--- src/hdl/coil_map_pkg.sv ---
// Constants shared by the network coil map: coil offsets, widths and reset values
`default_nettype none

package coil_map_pkg;

   // ------------------------------------------------------------------
   // Coil address space
   // ------------------------------------------------------------------
   localparam int          ADDR_W           = 16;
   localparam logic [15:0] COIL_UNUSED      = 16'h0000;
   localparam logic [15:0] COIL_RUN         = 16'h0001;
   localparam logic [15:0] COIL_DIR         = 16'h0002;
   localparam logic [15:0] COIL_EXT_FAULT   = 16'h0003;
   localparam logic [15:0] COIL_FAULT_CLEAR = 16'h0004;
   localparam logic [15:0] COIL_RSVD_A      = 16'h0005;
   localparam logic [15:0] COIL_RSVD_B      = 16'h0006;
   localparam logic [15:0] COIL_TERM_FIRST  = 16'h0007;
   localparam int          NUM_TERMINALS    = 7;
   localparam logic [15:0] COIL_DIR_STATUS  = 16'h0016;
   localparam logic [15:0] COIL_RUNNING     = 16'h0017;

   // ------------------------------------------------------------------
   // Run-command source selection
   // ------------------------------------------------------------------
   localparam int          SRC_W            = 2;
   localparam logic [1:0]  SRC_NETWORK      = 2'h3;

   // ------------------------------------------------------------------
   // Values after reset and access timing
   // ------------------------------------------------------------------
   localparam logic        COIL_RESET       = 1'b0;
   localparam int          ACK_CYCLES       = 1;

endpackage : coil_map_pkg

`default_nettype wire

--- src/hdl/coil_if.sv ---
// Decode carrier between the coil map core and its address decoder
`timescale 1ns/10ps
`default_nettype none

interface coil_if;
   import coil_map_pkg::*;

   logic [ADDR_W-1:0] addr;    // Coil offset under access
   logic              rw_hit;  // Offset names a read-write coil
   logic              ro_hit;  // Offset names a read-only status coil

   modport core    (output addr, input  rw_hit, input ro_hit);
   modport decoder (input  addr, output rw_hit, output ro_hit);

endinterface : coil_if

`default_nettype wire

--- src/hdl/coil_decode.sv ---
// Access class decoder for the coil offsets
`timescale 1ns/10ps
`default_nettype none

module coil_decode
   import coil_map_pkg::*;
(
   coil_if.decoder dec
);

   // ------------------------------------------------------------------
   // Classification
   // ------------------------------------------------------------------
   // Unused, reserved and unlisted offsets fall through to neither class
   always_comb
   begin
      dec.rw_hit = 1'b0;
      dec.ro_hit = 1'b0;
      if ((dec.addr >= COIL_RUN) && (dec.addr <= COIL_FAULT_CLEAR))
         dec.rw_hit = 1'b1;
      else if ((dec.addr >= COIL_TERM_FIRST) &&
               (dec.addr < COIL_TERM_FIRST + 16'(NUM_TERMINALS)))
         dec.rw_hit = 1'b1;
      else if ((dec.addr == COIL_DIR_STATUS) || (dec.addr == COIL_RUNNING))
         dec.ro_hit = 1'b1;
   end

endmodule : coil_decode

`default_nettype wire

--- src/hdl/drive_network_coil_map.sv ---
// Network coil map of the drive controller: command, terminal and status coils
`timescale 1ns/10ps
`default_nettype none

// What this block does
// - Every coil is one bit, reached by its coil offset in the network coil space.
// - Only read-write coils take master writes; read-only status coils never change by them.
// - The run coil asks run on 1 and stop on 0, acting only while the run source equals 03.
// - The direction coil asks reverse on 1 and forward on 0, only while the source is 03.
// - Each input terminal coil reads back and writes; 1 asserts its function, 0 releases it.
// - The running status coil reads 1 while the drive runs and 0 when stopped.
// - The direction status coil reads 1 in reverse and 0 in forward, following the monitor.
module drive_network_coil_map
   import coil_map_pkg::*;
(
   input  wire logic                     sys_clk,
   input  wire logic                     rst_n,
   input  wire logic                     coil_req,
   input  wire logic                     coil_we,
   input  wire logic [ADDR_W-1:0]        coil_addr,
   input  wire logic                     coil_wdata,
   output logic                          coil_rdata,
   output logic                          coil_ack,
   output logic                          coil_refused,
   input  wire logic [SRC_W-1:0]         run_command_source_select,
   input  wire logic                     drive_running,
   input  wire logic                     direction_monitor,
   output logic                          run_request,
   output logic                          reverse_request,
   output logic                          external_fault_input,
   output logic                          fault_clear_input,
   output logic [NUM_TERMINALS-1:0]      input_terminal
);

   // ------------------------------------------------------------------
   // State
   // ------------------------------------------------------------------
   typedef struct packed {
      logic                     run_coil;
      logic                     dir_coil;
      logic                     ext_coil;
      logic                     clr_coil;
      logic [NUM_TERMINALS-1:0] term;
      logic                     rdata;
      logic                     ack;
      logic                     refused;
      logic                     run_req;
      logic                     rev_req;
      logic                     clr_pulse;
   } coil_state_s;

   localparam coil_state_s STATE_RESET = '{
      run_coil  : COIL_RESET,
      dir_coil  : COIL_RESET,
      ext_coil  : COIL_RESET,
      clr_coil  : COIL_RESET,
      term      : {NUM_TERMINALS{COIL_RESET}},
      rdata     : 1'b0,
      ack       : 1'b0,
      refused   : 1'b0,
      run_req   : 1'b0,
      rev_req   : 1'b0,
      clr_pulse : 1'b0
   };

   coil_state_s              st;
   coil_state_s              next_st;
   logic [NUM_TERMINALS-1:0] term_hit;
   logic                     wr_go;
   logic                     rd_go;
   logic                     net_src;

   // ------------------------------------------------------------------
   // Address decode
   // ------------------------------------------------------------------
   coil_if u_dec_if ();

   assign u_dec_if.addr = coil_addr;

   coil_decode u_decode (
      .dec (u_dec_if.decoder)
   );

   // One compare per terminal coil, each at its own offset
   genvar gi;
   for (gi = 0; gi < NUM_TERMINALS; gi++)
   begin : g_term
      assign term_hit[gi] = (coil_addr == COIL_TERM_FIRST + 16'(gi));
   end

   // Writes only land on read-write coils; status and reserved offsets drop them
   assign wr_go   = coil_req & coil_we & u_dec_if.rw_hit;
   assign rd_go   = coil_req & ~coil_we;
   assign net_src = (run_command_source_select == SRC_NETWORK);

   // ------------------------------------------------------------------
   // Next state
   // ------------------------------------------------------------------
   // Commands are gated at the output, not at the coil, so a coil written
   // while another source owns the drive takes effect once 03 is selected.
   always_comb
   begin
      next_st           = st;
      next_st.ack       = coil_req;
      next_st.refused   = 1'b0;
      next_st.clr_pulse = 1'b0;

      // Coil writes, one bit each
      if (wr_go)
      begin
         if (coil_addr == COIL_RUN)
            next_st.run_coil = coil_wdata;
         if (coil_addr == COIL_DIR)
            next_st.dir_coil = coil_wdata;
         if (coil_addr == COIL_EXT_FAULT)
            next_st.ext_coil = coil_wdata;
         if (coil_addr == COIL_FAULT_CLEAR)
         begin
            next_st.clr_coil  = coil_wdata;
            next_st.clr_pulse = coil_wdata;
         end
      end

      // Terminal coils: set or clear only the addressed bit
      next_st.term = (st.term & ~({NUM_TERMINALS{wr_go}} & term_hit)) |
                     ({NUM_TERMINALS{wr_go & coil_wdata}} & term_hit);

      // Write to a status, reserved or unlisted offset is refused
      if (coil_req & coil_we & ~u_dec_if.rw_hit)
         next_st.refused = 1'b1;

      // Read data: stored coil, live status, or zero
      next_st.rdata = 1'b0;
      if (rd_go)
      begin
         if (coil_addr == COIL_RUN)
            next_st.rdata = st.run_coil;
         else if (coil_addr == COIL_DIR)
            next_st.rdata = st.dir_coil;
         else if (coil_addr == COIL_EXT_FAULT)
            next_st.rdata = st.ext_coil;
         else if (coil_addr == COIL_FAULT_CLEAR)
            next_st.rdata = st.clr_coil;
         else if (|term_hit)
            next_st.rdata = |(st.term & term_hit);
         else if (coil_addr == COIL_DIR_STATUS)
            next_st.rdata = direction_monitor;
         else if (coil_addr == COIL_RUNNING)
            next_st.rdata = drive_running;
         else
         begin
            next_st.rdata   = 1'b0;
            next_st.refused = 1'b1;
         end
      end

      // Command outputs follow the coils only under network control
      next_st.run_req = next_st.run_coil & net_src;
      next_st.rev_req = next_st.dir_coil & net_src;
   end

   // ------------------------------------------------------------------
   // State register
   // ------------------------------------------------------------------
   always_ff @(posedge sys_clk)
   begin
      if (!rst_n)
         st <= STATE_RESET;
      else
         st <= next_st;
   end

   // ------------------------------------------------------------------
   // Outputs
   // ------------------------------------------------------------------
   // All data outputs come straight from the state register
   assign coil_rdata           = st.rdata;
   assign coil_ack             = st.ack;
   assign coil_refused         = st.refused;
   assign run_request          = st.run_req;
   assign reverse_request      = st.rev_req;
   assign external_fault_input = st.ext_coil;
   assign fault_clear_input    = st.clr_pulse;
   assign input_terminal       = st.term;
endmodule : drive_network_coil_map

`default_nettype wire

--- config.mk ---
export PLATFORM = sky130hd
export DESIGN_NAME = drive_network_coil_map
export DESIGN_NICKNAME = d
export VERILOG_FILES = /design/src/hdl/coil_map_pkg.sv /design/src/hdl/coil_if.sv /design/src/hdl/coil_decode.sv /design/src/hdl/drive_network_coil_map.sv
export SDC_FILE = /design/constraint.sdc
export NUM_CORES = 1
export LEC_CHECK = 0
export BUFFER_PORTS_ARGS = -buffer_cell sky130_fd_sc_hd__buf_4
export CAP_MARGIN = 0
export CORE_MARGIN = 2
export CORE_UTILIZATION = 40
export CTS_BUF_LIST = sky130_fd_sc_hd__clkbuf_8
export DETAILED_ROUTE_END_ITERATION = 12
export PLACE_DENSITY = 0.66
export SYNTH_ARGS = -nofsm -noshare
export SYNTH_HDL_FRONTEND = slang
export SYNTH_HIERARCHICAL = 1
export SYNTH_SLANG_ARGS = --single-unit
--- constraint.sdc ---
create_clock -name sys_clk -period 2.7 [get_ports sys_clk]
set_input_delay 0.27 -clock sys_clk [delete_from_list [all_inputs] [get_ports sys_clk]]
set_output_delay 0.27 -clock sys_clk [all_outputs]
set_load 0.02 [all_outputs]
==> impl_metrics.tcl <==
set metrics [dict create \
    wl_per_cell_um 13.9 \
    hold_viol 0 \
    totalWireLength_um 2680 \
    arrival_ns 2.04 \
    grt_max_degree 21 \
    dp_worst_setup_slack_ns 0.580 \
    cts_hold_buf 0 \
    clkSlewWorstSetupHoldPaths_ns 0.07 \
    drc 0 \
    core.rowCount 18 \
    power_density_nw_per_um2 397 \
    num-nets-final 189 \
    die_area_um2 3150 \
    clk_path_buf_depth 2 \
    max_slew_margin_pct 49.2 \
    vias 1117 \
    chipHeight_um 56.1 \
    diodes 0 \
    worst_slew_pin_slew_ns 0.756 \
    h-tree-depth 1 \
    worstHoldStart "coil_req" \
    ff2ff_setup_slack_ns 1.33 \
    cp-end-kind "flip-flop" \
    rsz0062_at_grt "false" \
    critPathMaxStageDelay_ns 0.43 \
    post_dp_cell_area_um2 1310 \
    crit_start "coil_addr[15]" \
    fmax_mhz 526 \
    r2r-start "st[15]" \
    hold_depth 3 \
    portBuffers 38 \
    grt_usage_pct 17.5 \
    ctsResizeCount 0 \
    layout_min_cycle_time_ns 1.90 \
    p_leak_uw 0.000560 \
    antenna_found_initial 0 \
    ff2ff_path_depth 4 \
    grt_pass1_wl_um 4450 \
    gp_congestion 0.756 \
    slew_violations 0 \
    first_pass_iters 5 \
    startpoint_type "primary input" \
    drive_above_1_share_pct 31.3 \
    syn-num-nets 160 \
    r2r_end "coil_rdata" \
    via_per_inst 5.79 \
    path_max_fanout 11 \
    synthCells 135 \
    clock-sinks 17 \
    ys_warn_count 6 \
    finalCritPeriodShare_pct 70.5 \
    status "finished clean" \
    die_w_um 56.1 \
    fin_util_pct 53.9 \
    maxCapViolCount 0 \
    final_area_um2 1360 \
    io_pins 39 \
    clk_latency_ns 0.26 \
    syn_area_um2 1090 \
    path_cells "buf_4 > nor4_1 > nand4_1 > nor4_1 > and3_1 > and4_1 > nand4_1 > mux2i_1" \
    numCtsBuffers 3 \
    crit_type "in2reg" \
    drt_iter0_drc 48 \
    fin_hold_ws_ns 0.254 \
    clock-root-buffer "clkbuf_8" \
    critPathSlowestCell "and4_1" \
    setup_viol_count_final 0 \
    postSynthAreaPerCell_um2 8.04 \
    grt_overflow_total 0 \
    cts_setup_buffers 0 \
    holdPathEnd "coil_ack" \
    peakVddDrop_mv 0.289 \
    grt_pass1_vias 1004 \
    start_util_pct 43.1 \
    hold_class "in2reg" \
    hpwl_um 2030 \
    ant_nets 0 \
    skew_ns 0.00567 \
    postLayoutSetupSlackWorst_ns 0.797 \
    tritoncts "built" \
    cp.required_ns 2.84 \
    area_growth_syn_to_layout_pct 25.1 \
    core_um2 2520 \
    fin_setup_tns_ns 0 \
]
==> final cells by class <==
type,count,area (um^2)
sequential,17,340
clock buffer,3,41.3
clock inverter,1,7.51
tap,30,37.5
timing repair buffer,38,285
multi-input combinational,98,624
inverter,6,22.5
fill,246,1160
==> flip-flops by register name, indices dropped and copies added (netlist names) <==
signal,count
reverse_request,1
coil_refused,1
run_request,1
fault_clear_input,1
coil_ack,1
coil_rdata,1
st,3
external_fault_input,1
input_terminal,7
==> placed cells by master (no fill, tap or decap), types with 5 or more instances in the layout <==
cell type,count
dfxtp_1,17
a21oi_1,10
nand4_1,12
buf_4,38
nand3_1,6
nor3_1,6
o21ai_0,8
nor2_1,5
mux2i_1,5
inv_1,6
nand2_1,18
==> worst max path at each step <==
stage                              endpoint  slack [ns]
after floorplan           input_terminal[0]        0.96
after global placement    input_terminal[6]        0.61
after detailed placement  input_terminal[6]        0.58
after CTS                 input_terminal[6]        0.82
after global routing      input_terminal[5]        0.65
final                     input_terminal[6]        0.80
==> where the power goes <==
group          total (uW)  switching, uW  internal, uW
Clock                 197           93.6           104
Combinational        88.8           48.4          40.4
Sequential            253          0.400           252
==> through the flow <==
step	std cells	total power, uW
floorplan	135	304
CTS	193	545
detailed placement	189	346
global route	193	568
finish	193	539
global placement	189	344
==> metal layers <==
layer	vias up	track usage, %	part of all wire [%]
li1	549	-	-
met1	515	21.9	42
met2	47	28.7	48
met3	6	5.35	8.3
met4	0	5.44	1.6
met5	-	0	0
==> critical path: cells and delay by family <==
kind | cells | cell delay (ns)
multiplexers | 1 | 0.15
buffers and inverters | 1 | 0.11
AND/OR/NAND/NOR | 6 | 1.51
(Power assumes the default switching activity.)
